**config.mk**
```make
export PLATFORM = sky130hd
export DESIGN_NAME = serial_port_ctrl_upper_half
export DESIGN_NICKNAME = d
export VERILOG_FILES = /design/src/design/serial_port_pkg.sv /design/src/design/rate_frame_gen.sv /design/src/design/serial_port_ctrl_upper_half.sv
export SDC_FILE = /design/constraint.sdc
export NUM_CORES = 1
export LEC_CHECK = 0
export BUFFER_PORTS_ARGS = -buffer_cell sky130_fd_sc_hd__buf_2
export CORE_MARGIN = 10
export CORE_UTILIZATION = 60
export DETAILED_ROUTE_END_ITERATION = 16
export PLACE_DENSITY = 0.81
export SYNTH_ARGS = -nofsm -noshare
export SYNTH_HDL_FRONTEND = slang
export SYNTH_SLANG_ARGS = --single-unit
export TNS_END_PERCENT = 5
```
**constraint.sdc**
```tcl
create_clock -name clk_in -period 3.4 [get_ports clk_in]
set_clock_uncertainty 0.05 [all_clocks]
set_input_delay 0 -clock clk_in [delete_from_list [all_inputs] [get_ports clk_in]]
set_output_delay 0 -clock clk_in [all_outputs]
set_load 0.1 [all_outputs]
```
**src/design/serial_port_pkg.sv**
```systemverilog
// shared constants and types for the serial port control upper half
// assumes a 32-bit register port with byte offsets and a 50 MHz clock
package serial_port_pkg;
  // ----------------------------------------
  // register offsets (byte addresses)
  // ----------------------------------------
  localparam logic [7:0] TX_DATA_OFFSET = 8'h04;
  localparam logic [7:0] PORT_CONTROL_OFFSET = 8'h08;
  localparam logic [7:0] RATE_GEN_CONFIG_OFFSET = 8'h14;
  localparam logic [7:0] IRQ_STATUS_OFFSET = 8'h40;
  localparam logic [7:0] IRQ_MASK_OFFSET = 8'h44;
  // ----------------------------------------
  // port_control_reg field positions
  // ----------------------------------------
  localparam int RESERVED_TOP_LSB = 26;
  localparam int FREE_RUN_BIT = 25;
  localparam int GRACEFUL_STOP_BIT = 24;
  localparam int FRAMESYNC_GEN_RESET_BIT = 23;
  localparam int RATE_GEN_RESET_BIT = 22;
  localparam int TX_IRQ_SEL_LSB = 20;
  localparam int TX_SYNC_ERROR_BIT = 19;
  localparam int TX_SHIFT_EMPTY_N_BIT = 18;
  localparam int TX_READY_BIT = 17;
  localparam int TX_ENABLE_BIT = 16;
  // ----------------------------------------
  // rate_gen_config_reg fields and register reset values
  // ----------------------------------------
  localparam int RATE_DIV_LSB = 0;
  localparam int RATE_DIV_W = 8;
  localparam int FRAME_PERIOD_LSB = 16;
  localparam int FRAME_PERIOD_W = 12;
  localparam logic [31:0] PORT_CONTROL_RESET = 32'h0000_0000;
  localparam logic [31:0] RATE_GEN_CONFIG_RESET = 32'h0000_0000;
  localparam logic [31:0] TX_DATA_RESET = 32'h0000_0000;
  // ----------------------------------------
  // interrupt status layout and word timing
  // ----------------------------------------
  localparam int IRQ_W = 3;
  localparam int IRQ_TX_EVENT_BIT = 0;
  localparam int IRQ_FRAME_SYNC_BIT = 1;
  localparam int IRQ_SYNC_ERROR_BIT = 2;
  localparam logic [4:0] TX_LAST_BIT = 5'h1f;
  typedef enum logic [1:0] {
    TX_SRC_READY = 2'h0,
    TX_SRC_RESERVED = 2'h1,
    TX_SRC_FRAME_SYNC = 2'h2,
    TX_SRC_SYNC_ERROR = 2'h3
  } tx_irq_src_t;
  typedef enum logic [0:0] {
    TX_IDLE = 1'b0,
    TX_SHIFT = 1'b1
  } tx_state_t;
  typedef struct packed {
    logic wr;
    logic rd;
    logic [7:0] addr;
    logic [31:0] wdata;
  } reg_req_t;
  typedef struct packed {
    logic [FRAME_PERIOD_W-1:0] period;
    logic [RATE_DIV_W-1:0] divider;
  } rate_cfg_t;
  // true when the request address equals the given offset; the caller checks the strobe
  function automatic logic hit(input reg_req_t req, input logic [7:0] off);
    hit = (req.addr == off);
  endfunction
endpackage

```
**src/design/rate_frame_gen.sv**
```systemverilog
// sample-rate clock enable and generated frame sync
// assumes the caller gates run_in for emulation halt
`timescale 1ns/10ps
module rate_frame_gen (
  // clock and reset
  input wire logic clk_in,
  input wire logic rst_b_in,
  input wire logic clk_en_in,
  // control
  input wire logic rate_gen_reset_n_in,
  input wire logic framesync_gen_reset_n_in,
  input wire logic run_in,
  input wire serial_port_pkg::rate_cfg_t cfg_in,
  // outputs
  output logic rate_gen_clock_out,
  output logic generated_frame_sync_out
);
  import serial_port_pkg::*;
  logic [RATE_DIV_W-1:0] div_cnt_r;
  logic [FRAME_PERIOD_W-1:0] frame_cnt_r;

  // divider reloads on zero; held at reload while in reset
  always_ff @(posedge clk_in or negedge rst_b_in)
    if (!rst_b_in)
      div_cnt_r <= '0;
    else if (clk_en_in)
    begin
      if (!rate_gen_reset_n_in || div_cnt_r == '0)
        div_cnt_r <= cfg_in.divider;
      else if (run_in)
        div_cnt_r <= div_cnt_r - 1'b1;
    end

  // one tick per divider period, none while halted
  always_ff @(posedge clk_in or negedge rst_b_in)
    if (!rst_b_in)
      rate_gen_clock_out <= 1'b0;
    else if (clk_en_in)
      rate_gen_clock_out <= rate_gen_reset_n_in && run_in && div_cnt_r == '0;

  // frame counter loads the period while held; first sync after period+1 ticks
  always_ff @(posedge clk_in or negedge rst_b_in)
    if (!rst_b_in)
    begin
      frame_cnt_r <= '0;
      generated_frame_sync_out <= 1'b0;
    end
    else if (clk_en_in)
    begin
      generated_frame_sync_out <= 1'b0;
      if (!framesync_gen_reset_n_in || !rate_gen_reset_n_in)
        frame_cnt_r <= cfg_in.period;
      else if (rate_gen_clock_out)
      begin
        if (frame_cnt_r == '0)
        begin
          generated_frame_sync_out <= 1'b1;
          frame_cnt_r <= cfg_in.period;
        end
        else
          frame_cnt_r <= frame_cnt_r - 1'b1;
      end
    end
endmodule // rate_frame_gen

```
**src/design/serial_port_ctrl_upper_half.sv**
```systemverilog
// port control upper half: emulation clock policy, generator resets,
// transmit interrupt source, sync error and shift status
// assumes a same-clock register port and an emulation halt from a pin
//
// Chosen here: the placing of the registers and the address-and-strobe port.
`timescale 1ns/10ps
module serial_port_ctrl_upper_half (
  // clock, enable, reset
  input wire logic clk_in,
  input wire logic clk_en_in,
  input wire logic rst_b_in,
  // register port
  input wire serial_port_pkg::reg_req_t reg_req_in,
  output logic [31:0] rdata_out,
  // emulation halt pin
  input wire logic emu_halt_in,
  // serial side
  output logic dx_out,
  output logic rate_gen_clock_out,
  output logic generated_frame_sync_out,
  // interrupts
  output logic tx_irq_out,
  output logic irq_out
);
  import serial_port_pkg::*;

  // ----------------------------------------
  // declarations
  // ----------------------------------------
  logic free_run_r;
  logic graceful_stop_r;
  logic framesync_gen_reset_n_r;
  logic rate_gen_reset_n_r;
  tx_irq_src_t tx_irq_source_sel_r;
  logic tx_enable_r;
  logic tx_sync_error_r;
  logic tx_sync_error_nxt;
  rate_cfg_t rate_cfg_r;
  logic [31:0] tx_data_reg_r;
  logic tx_data_full_r;
  logic [31:0] tx_shift_reg_r;
  logic [4:0] bit_cnt_r;
  tx_state_t tx_state_r;
  logic halt_meta_r;
  logic halt_sync_r;
  logic clock_run;
  logic hard_abort;
  logic tx_ready_flag;
  logic tx_ready_prev_r;
  logic tx_shift_empty_n;
  logic hw_sync_err;
  logic tx_evt;
  logic [IRQ_W-1:0] irq_status_r;
  logic [IRQ_W-1:0] irq_status_nxt;
  logic [IRQ_W-1:0] irq_mask_r;
  logic wr_ctrl;
  logic wr_data;
  logic load_shift;

  assign wr_ctrl = reg_req_in.wr && hit(reg_req_in, PORT_CONTROL_OFFSET);
  assign wr_data = reg_req_in.wr && hit(reg_req_in, TX_DATA_OFFSET);
  assign tx_shift_empty_n = (tx_state_r == TX_SHIFT);
  assign tx_ready_flag = tx_enable_r && !tx_data_full_r;

  // ----------------------------------------
  // emulation halt and clock policy
  // ----------------------------------------
  // halt comes from a pin, so it is synchronised before use
  always_ff @(posedge clk_in or negedge rst_b_in)
    if (!rst_b_in)
    begin
      halt_meta_r <= 1'b0;
      halt_sync_r <= 1'b0;
    end
    else if (clk_en_in)
    begin
      halt_meta_r <= emu_halt_in;
      halt_sync_r <= halt_meta_r;
    end

  // free-run overrides graceful-stop; graceful keeps running while a word shifts
  assign clock_run = free_run_r || !halt_sync_r || (graceful_stop_r && tx_shift_empty_n);
  assign hard_abort = halt_sync_r && !free_run_r && !graceful_stop_r;

  // ----------------------------------------
  // control register fields
  // ----------------------------------------
  // reserved and read-only bits are simply not stored
  always_ff @(posedge clk_in or negedge rst_b_in)
    if (!rst_b_in)
    begin
      free_run_r <= PORT_CONTROL_RESET[FREE_RUN_BIT];
      graceful_stop_r <= PORT_CONTROL_RESET[GRACEFUL_STOP_BIT];
      framesync_gen_reset_n_r <= PORT_CONTROL_RESET[FRAMESYNC_GEN_RESET_BIT];
      rate_gen_reset_n_r <= PORT_CONTROL_RESET[RATE_GEN_RESET_BIT];
      tx_irq_source_sel_r <= tx_irq_src_t'(PORT_CONTROL_RESET[TX_IRQ_SEL_LSB +: 2]);
      tx_enable_r <= PORT_CONTROL_RESET[TX_ENABLE_BIT];
    end
    else if (clk_en_in && wr_ctrl)
    begin
      free_run_r <= reg_req_in.wdata[FREE_RUN_BIT];
      graceful_stop_r <= reg_req_in.wdata[GRACEFUL_STOP_BIT];
      framesync_gen_reset_n_r <= reg_req_in.wdata[FRAMESYNC_GEN_RESET_BIT];
      rate_gen_reset_n_r <= reg_req_in.wdata[RATE_GEN_RESET_BIT];
      tx_irq_source_sel_r <= tx_irq_src_t'(reg_req_in.wdata[TX_IRQ_SEL_LSB +: 2]);
      tx_enable_r <= reg_req_in.wdata[TX_ENABLE_BIT];
    end

  // rate generator configuration and interrupt mask
  always_ff @(posedge clk_in or negedge rst_b_in)
    if (!rst_b_in)
    begin
      rate_cfg_r <= '{period: RATE_GEN_CONFIG_RESET[FRAME_PERIOD_LSB +: FRAME_PERIOD_W],
                      divider: RATE_GEN_CONFIG_RESET[RATE_DIV_LSB +: RATE_DIV_W]};
      irq_mask_r <= '0;
    end
    else if (clk_en_in && reg_req_in.wr)
    begin
      if (hit(reg_req_in, RATE_GEN_CONFIG_OFFSET))
      begin
        rate_cfg_r.period <= reg_req_in.wdata[FRAME_PERIOD_LSB +: FRAME_PERIOD_W];
        rate_cfg_r.divider <= reg_req_in.wdata[RATE_DIV_LSB +: RATE_DIV_W];
      end
      else if (hit(reg_req_in, IRQ_MASK_OFFSET))
        irq_mask_r <= reg_req_in.wdata[IRQ_W-1:0];
    end

  // ----------------------------------------
  // sample-rate and frame-sync generator
  // ----------------------------------------
  rate_frame_gen u_gen (
    .clk_in(clk_in),
    .rst_b_in(rst_b_in),
    .clk_en_in(clk_en_in),
    .rate_gen_reset_n_in(rate_gen_reset_n_r),
    .framesync_gen_reset_n_in(framesync_gen_reset_n_r),
    .run_in(clock_run),
    .cfg_in(rate_cfg_r),
    .rate_gen_clock_out(rate_gen_clock_out),
    .generated_frame_sync_out(generated_frame_sync_out)
  );

  // ----------------------------------------
  // transmit data, shift register and sync error
  // ----------------------------------------
  // a frame sync that finds a word still shifting is a sync error
  assign hw_sync_err = tx_enable_r && generated_frame_sync_out && tx_shift_empty_n;
  assign load_shift = tx_enable_r && generated_frame_sync_out && !tx_shift_empty_n
                      && tx_data_full_r && !hard_abort;

  // data register; a write in the load cycle wins and stays pending
  always_ff @(posedge clk_in or negedge rst_b_in)
    if (!rst_b_in)
    begin
      tx_data_reg_r <= TX_DATA_RESET;
      tx_data_full_r <= 1'b0;
    end
    else if (clk_en_in)
    begin
      if (!tx_enable_r)
        tx_data_full_r <= 1'b0;
      else if (wr_data)
      begin
        tx_data_reg_r <= reg_req_in.wdata;
        tx_data_full_r <= 1'b1;
      end
      else if (load_shift)
        tx_data_full_r <= 1'b0;
    end

  // shifter: msb first, one bit per rate tick; hard halt drops the word
  always_ff @(posedge clk_in or negedge rst_b_in)
    if (!rst_b_in)
    begin
      tx_state_r <= TX_IDLE;
      tx_shift_reg_r <= '0;
      bit_cnt_r <= '0;
      dx_out <= 1'b0;
    end
    else if (clk_en_in)
    begin
      case (tx_state_r)
        TX_IDLE:
        begin
          if (load_shift)
          begin
            tx_state_r <= TX_SHIFT;
            tx_shift_reg_r <= tx_data_reg_r;
            bit_cnt_r <= TX_LAST_BIT;
          end
        end
        TX_SHIFT:
        begin
          if (!tx_enable_r || hard_abort)
            tx_state_r <= TX_IDLE;
          else if (rate_gen_clock_out)
          begin
            dx_out <= tx_shift_reg_r[31];
            tx_shift_reg_r <= {tx_shift_reg_r[30:0], 1'b0};
            bit_cnt_r <= bit_cnt_r - 1'b1;
            if (bit_cnt_r == '0)
              tx_state_r <= TX_IDLE;
          end
        end
        default:
          tx_state_r <= TX_IDLE;
      endcase
    end

  // error flag: hardware or a one written while enabled sets; a zero clears; set wins
  always_comb
  begin
    tx_sync_error_nxt = tx_sync_error_r;
    if (wr_ctrl && !reg_req_in.wdata[TX_SYNC_ERROR_BIT])
      tx_sync_error_nxt = 1'b0;
    if (hw_sync_err || (wr_ctrl && tx_enable_r && reg_req_in.wdata[TX_SYNC_ERROR_BIT]))
      tx_sync_error_nxt = 1'b1;
    if (!tx_enable_r)
      tx_sync_error_nxt = 1'b0;
  end

  always_ff @(posedge clk_in or negedge rst_b_in)
    if (!rst_b_in)
      tx_sync_error_r <= PORT_CONTROL_RESET[TX_SYNC_ERROR_BIT];
    else if (clk_en_in)
      tx_sync_error_r <= tx_sync_error_nxt;

  // ----------------------------------------
  // interrupt source and sticky status
  // ----------------------------------------
  // the reserved source value raises nothing
  always_comb
  begin
    case (tx_irq_source_sel_r)
      TX_SRC_READY: tx_evt = tx_ready_flag && !tx_ready_prev_r;
      TX_SRC_FRAME_SYNC: tx_evt = generated_frame_sync_out;
      TX_SRC_SYNC_ERROR: tx_evt = tx_sync_error_nxt && !tx_sync_error_r;
      default: tx_evt = 1'b0;
    endcase
  end

  // write one clears; a new event in the same cycle keeps the bit set
  always_comb
  begin
    irq_status_nxt = irq_status_r;
    if (reg_req_in.wr && hit(reg_req_in, IRQ_STATUS_OFFSET))
      irq_status_nxt = irq_status_r & ~reg_req_in.wdata[IRQ_W-1:0];
    if (tx_evt)
      irq_status_nxt[IRQ_TX_EVENT_BIT] = 1'b1;
    if (generated_frame_sync_out)
      irq_status_nxt[IRQ_FRAME_SYNC_BIT] = 1'b1;
    if (tx_sync_error_nxt && !tx_sync_error_r)
      irq_status_nxt[IRQ_SYNC_ERROR_BIT] = 1'b1;
  end

  always_ff @(posedge clk_in or negedge rst_b_in)
    if (!rst_b_in)
    begin
      irq_status_r <= '0;
      irq_out <= 1'b0;
      tx_irq_out <= 1'b0;
      tx_ready_prev_r <= 1'b0;
    end
    else if (clk_en_in)
    begin
      irq_status_r <= irq_status_nxt;
      irq_out <= |(irq_status_nxt & irq_mask_r);
      tx_irq_out <= tx_evt;
      tx_ready_prev_r <= tx_ready_flag;
    end

  // ----------------------------------------
  // read port
  // ----------------------------------------
  // data stands only in the cycle after the strobe; unmapped reads give zero
  always_ff @(posedge clk_in or negedge rst_b_in)
    if (!rst_b_in)
      rdata_out <= '0;
    else if (clk_en_in)
    begin
      rdata_out <= '0;
      if (reg_req_in.rd)
      begin
        if (hit(reg_req_in, PORT_CONTROL_OFFSET))
        begin
          rdata_out[FREE_RUN_BIT] <= free_run_r;
          rdata_out[GRACEFUL_STOP_BIT] <= graceful_stop_r;
          rdata_out[FRAMESYNC_GEN_RESET_BIT] <= framesync_gen_reset_n_r;
          rdata_out[RATE_GEN_RESET_BIT] <= rate_gen_reset_n_r;
          rdata_out[TX_IRQ_SEL_LSB +: 2] <= tx_irq_source_sel_r;
          rdata_out[TX_SYNC_ERROR_BIT] <= tx_sync_error_r;
          rdata_out[TX_SHIFT_EMPTY_N_BIT] <= tx_shift_empty_n;
          rdata_out[TX_READY_BIT] <= tx_ready_flag;
          rdata_out[TX_ENABLE_BIT] <= tx_enable_r;
        end
        else if (hit(reg_req_in, TX_DATA_OFFSET))
          rdata_out <= tx_data_reg_r;
        else if (hit(reg_req_in, RATE_GEN_CONFIG_OFFSET))
        begin
          rdata_out[FRAME_PERIOD_LSB +: FRAME_PERIOD_W] <= rate_cfg_r.period;
          rdata_out[RATE_DIV_LSB +: RATE_DIV_W] <= rate_cfg_r.divider;
        end
        else if (hit(reg_req_in, IRQ_STATUS_OFFSET))
          rdata_out[IRQ_W-1:0] <= irq_status_r;
        else if (hit(reg_req_in, IRQ_MASK_OFFSET))
          rdata_out[IRQ_W-1:0] <= irq_mask_r;
      end
    end
endmodule // serial_port_ctrl_upper_half

```
==> run_results.csv <==
group,metric,value,unit
status,status,"finished clean",
drt,wl,20600,um
final_layout,final_layout_size_suffix_gt1_share,25.9,%
cts,clockBufferDepth,2,
job,maxCapViolations,0,
setup_path,path_max_fanout,23,
global_route,grt_max_degree,96,
final_layout,nNetsFinal,836,
cts,tritoncts,"yes",
global_route,grt_pass1_wl,33100,um
cts,path_clk_slew,60,ps
floorplanning,io_pins,83,
timing,period_minus_slack,2490,ps
final_layout,postLayoutCoreUtil,73.6,%
place,globalplace.congestion,0.879,
final_layout,fin_area,9400,um2
logic_synthesis,synth_top_area_share,52.3,%
global_route,grt_usage,23.0,%
setup_path,cp-end-kind,"flip-flop",
logic_synthesis,postSynthAreaPerCell,11.7,um2
drt,route.detailed.drc,0,
setup_path,worst_setup_path_start_kind,"flip-flop",
timing,setup_viol,0,
setup_path,r2r_start,"u_gen.frame_cnt_r[0]",
floorplanning,core,12800,um2
timing,tightest_slew,1240,ps
place,placed_cells,900,
setup_path,regToRegSetupSlack,910,ps
timing,drv_slew,0,
logic_synthesis,syn-num-nets,726,
timing,fmaxAchievable,0.402,GHz
cts,cts_buffers,17,
global_route,gr-total-overflow,0,
setup_path,worstSetupEndpoint,"u_gen.frame_cnt_r[0]",
worst_hold_path,hold_path_class,"in -> reg",
pwr,leakagePower,4.16,nW
final_layout,final_cells,968,
logic_synthesis,syn_inst,674,
logic_synthesis,yosys_warnings,0,
logic_synthesis,ys_seq_area_share,52.3,%
drt,routed_via_density,6.36,
cts,htreeDepth,4,
cts,clk_latency,430,ps
place,io_buffers,82,
final_layout,syn_to_final_growth,19.1,%
timing,report.final.hold_viol_count,0,
floorplanning,die_w,135,um
pwr,powerDensity,501,nW/um2
pwr,max-vdd-ir-drop,0.416,mV
logic_synthesis,netlist_area,7890,um2
logic_synthesis,synth_seq_cells,165,
setup_path,crit-reg2reg-capture,"u_gen.frame_cnt_r[0]",
floorplanning,die_area,18100,um2
place,placed_area,8440,um2
floorplanning,start_util,61.8,%
logic_synthesis,synth-edff-count,0,
worst_hold_path,min-delay-start,"reg_req_in[34]",
logic_synthesis,ys.flop_type,"dfrtp_1",
timing,relSlewSlack,16.7,%
timing,rsz0062_at_grt,"no",
floorplanning,num_rows,41,
final_layout,diodes,0,
place,hpwl,13900,um
logic_synthesis,ys_types,61,
drt,drtAntennaViolNets,0,
timing,tns,0,ps
logic_synthesis,synthArstFlopShare,100,%
setup_path,worstPathRequired,3670,ps
setup_path,critical_path_class,"reg -> reg",
logic_synthesis,yosysTopAreaCell,"dfrtp_1",
setup_path,worstRegToRegCells,6,
drt,dr.first_iter.drc_count,696,
setup_path,startpoint,"u_gen.frame_cnt_r[0]",
logic_synthesis,synth.area.top_cells,"dfrtp_1, mux2_4, mux2i_1",
setup_path,arrival,2750,ps
floorplanning,fp.dieH,135,um
drt,dr.pass1.iters,5,
timing,fin_crit_sh,73.2,%
global_route,first_global_vias,6431,
drt,num_vias,6161,
drt,routedWlPerCell,21.3,um
cts,numClockSinks,165,
global_route,antenna_found_initial,0,
cts,clock-root-buffer,"clkbuf_16",
-- routing by layer --
| layer | wire length, um | vias up | share of wire (%) | track usage, % |
|---|---|---|---|---|
| li1 | - | 2751 | - | - |
| met5 | 0 | - | 0 | 0 |
| met4 | 823 | 0 | 4.0 | 11.6 |
| met1 | 8450 | 3078 | 41 | 28.8 |
| met3 | 1470 | 62 | 7.1 | 5.93 |
| met2 | 9840 | 270 | 48 | 36.2 |
-- synthesized netlist by cell type (3+ instances only) --
| cell | instances |
|---|---|
| mux2_2 | 34 |
| a22oi_1 | 16 |
| a21oi_1 | 53 |
| nor2_1 | 12 |
| or4_1 | 3 |
| nor4_1 | 7 |
| buf_12 | 3 |
| a221oi_1 | 8 |
| nand2b_1 | 3 |
| inv_1 | 24 |
| buf_2 | 9 |
| a31oi_1 | 3 |
| mux2i_1 | 45 |
| nand2_1 | 21 |
| ha_1 | 6 |
| nor3_1 | 41 |
| o221ai_1 | 3 |
| nor4b_1 | 4 |
| nand3b_1 | 3 |
| nor3b_1 | 4 |
| mux2_4 | 30 |
| and3_1 | 13 |
| o21ai_0 | 26 |
| a222oi_1 | 3 |
| a22o_1 | 18 |
| nand3_1 | 14 |
| a2bb2oi_1 | 12 |
| clkbuf_1 | 29 |
| dfrtp_1 | 165 |
| and2_1 | 4 |
| nand4_1 | 5 |
| o2bb2ai_1 | 15 |
-- placed cells by master, fill, tap and decap left out, types with 3 or more instances in the layout --
| master | instances |
|---|---|
| nand2b_1 | 3 |
| o221ai_1 | 3 |
| clkbuf_8 | 4 |
| nand3b_1 | 3 |
| clkinv_2 | 3 |
| nor2_1 | 12 |
| a222oi_1 | 3 |
| nand2_1 | 21 |
| buf_2 | 81 |
| a2bb2oi_1 | 12 |
| ha_1 | 6 |
| clkbuf_16 | 17 |
| or4_1 | 3 |
| a22o_1 | 18 |
| nor4_1 | 7 |
| mux2_2 | 34 |
| dfrtp_1 | 164 |
| nor4b_1 | 4 |
| and2_1 | 4 |
| a22oi_1 | 16 |
| a21oi_1 | 53 |
| o21ai_0 | 26 |
| nand3_1 | 14 |
| nor3b_1 | 4 |
| a221oi_1 | 8 |
| mux2i_1 | 45 |
| dlygate4sd3_1 | 37 |
| nand4_1 | 5 |
| o2bb2ai_1 | 15 |
| mux2_4 | 30 |
| nor3_1 | 40 |
| and3_1 | 12 |
| inv_1 | 24 |
| buf_4 | 16 |
-- worst max-delay path, cell delays in order, from the launching register on --
cell and delay, ps:
dfrtp_1 410, inv_1 110, ha_1 150, nor4b_1 400, a31oi_2 580, and3_1 420
a211o_1 260
-- through the flow --
step	total power (W)	hold slack [ps]	setup WS [ps]
4_1_cts	0.00472	29.7	917
3_3_place_gp	0.00276	6.56	1060
5_1_grt	0.00489	87.2	687
3_5_place_dp	0.00279	5.45	930
2_1_floorplan	0.00258	-346	1110
6_report	0.00471	73.3	910
-- worst min-delay path by stage --
stage                      endpoint  slack, ps  depth (start not counted)
floorplan              bit_cnt_r[0]       -350                          0
global placement       rdata_out[8]          7                          1
detailed placement     rdata_out[8]          5                          1
CTS                 tx_sync_error_r         30                          5
global route        tx_sync_error_r         90                          5
finish              tx_sync_error_r         70                          5
-- layout make-up --
cell class | instances | area (um2)
multi-input cells | 440 | 3450
clock inverters | 8 | 98.8
fillers | 849 | 3370
clock buffers | 23 | 488
repair buffers | 136 | 927
well taps | 172 | 215
flip-flops and latches | 165 | 4130
inverters | 24 | 90.1
-- where the power goes --
group          leakage, nW  internal [W]  switching (W)
Clock                0.285       0.00115       0.000754
Combinational         1.76      0.000247       0.000312
Sequential            2.11       0.00210       0.000139
Total                 4.16       0.00350        0.00121
-- flip-flops by register name, summed over array words and instances (netlist names), 2 cells and up --
signal               cells
irq_status_r             3
rdata_out               32
u_gen.div_cnt_r          8
tx_irq_source_sel_r      2
rate_cfg_r              20
tx_data_reg_r           32
tx_shift_reg_r          32
irq_mask_r               3
bit_cnt_r                5
u_gen.frame_cnt_r       12
-- repair_timing --
action,in CTS,in global routing
gates resized for setup,0,0
setup buffers,0,0
endpoints found under the hold margin,144,0
hold buffers,37,0
-- logic make-up (layout without fill, tap and decap cells) --
logic type / Yosys count / after routing / share of synthesized area [%]
AOI/OAI and AO/OA: 173 / 173 / 15.1
DFF: 165 / 165 / 52.3
and+or+nand+nor: 152 / 152 / 11.2
muxes: 109 / 109 / 16.3
buffers and inverters: 69 / 191 / 4.23
adders and majority gates: 6 / 6 / 0.951
Power figures use the tool's default switching activity.
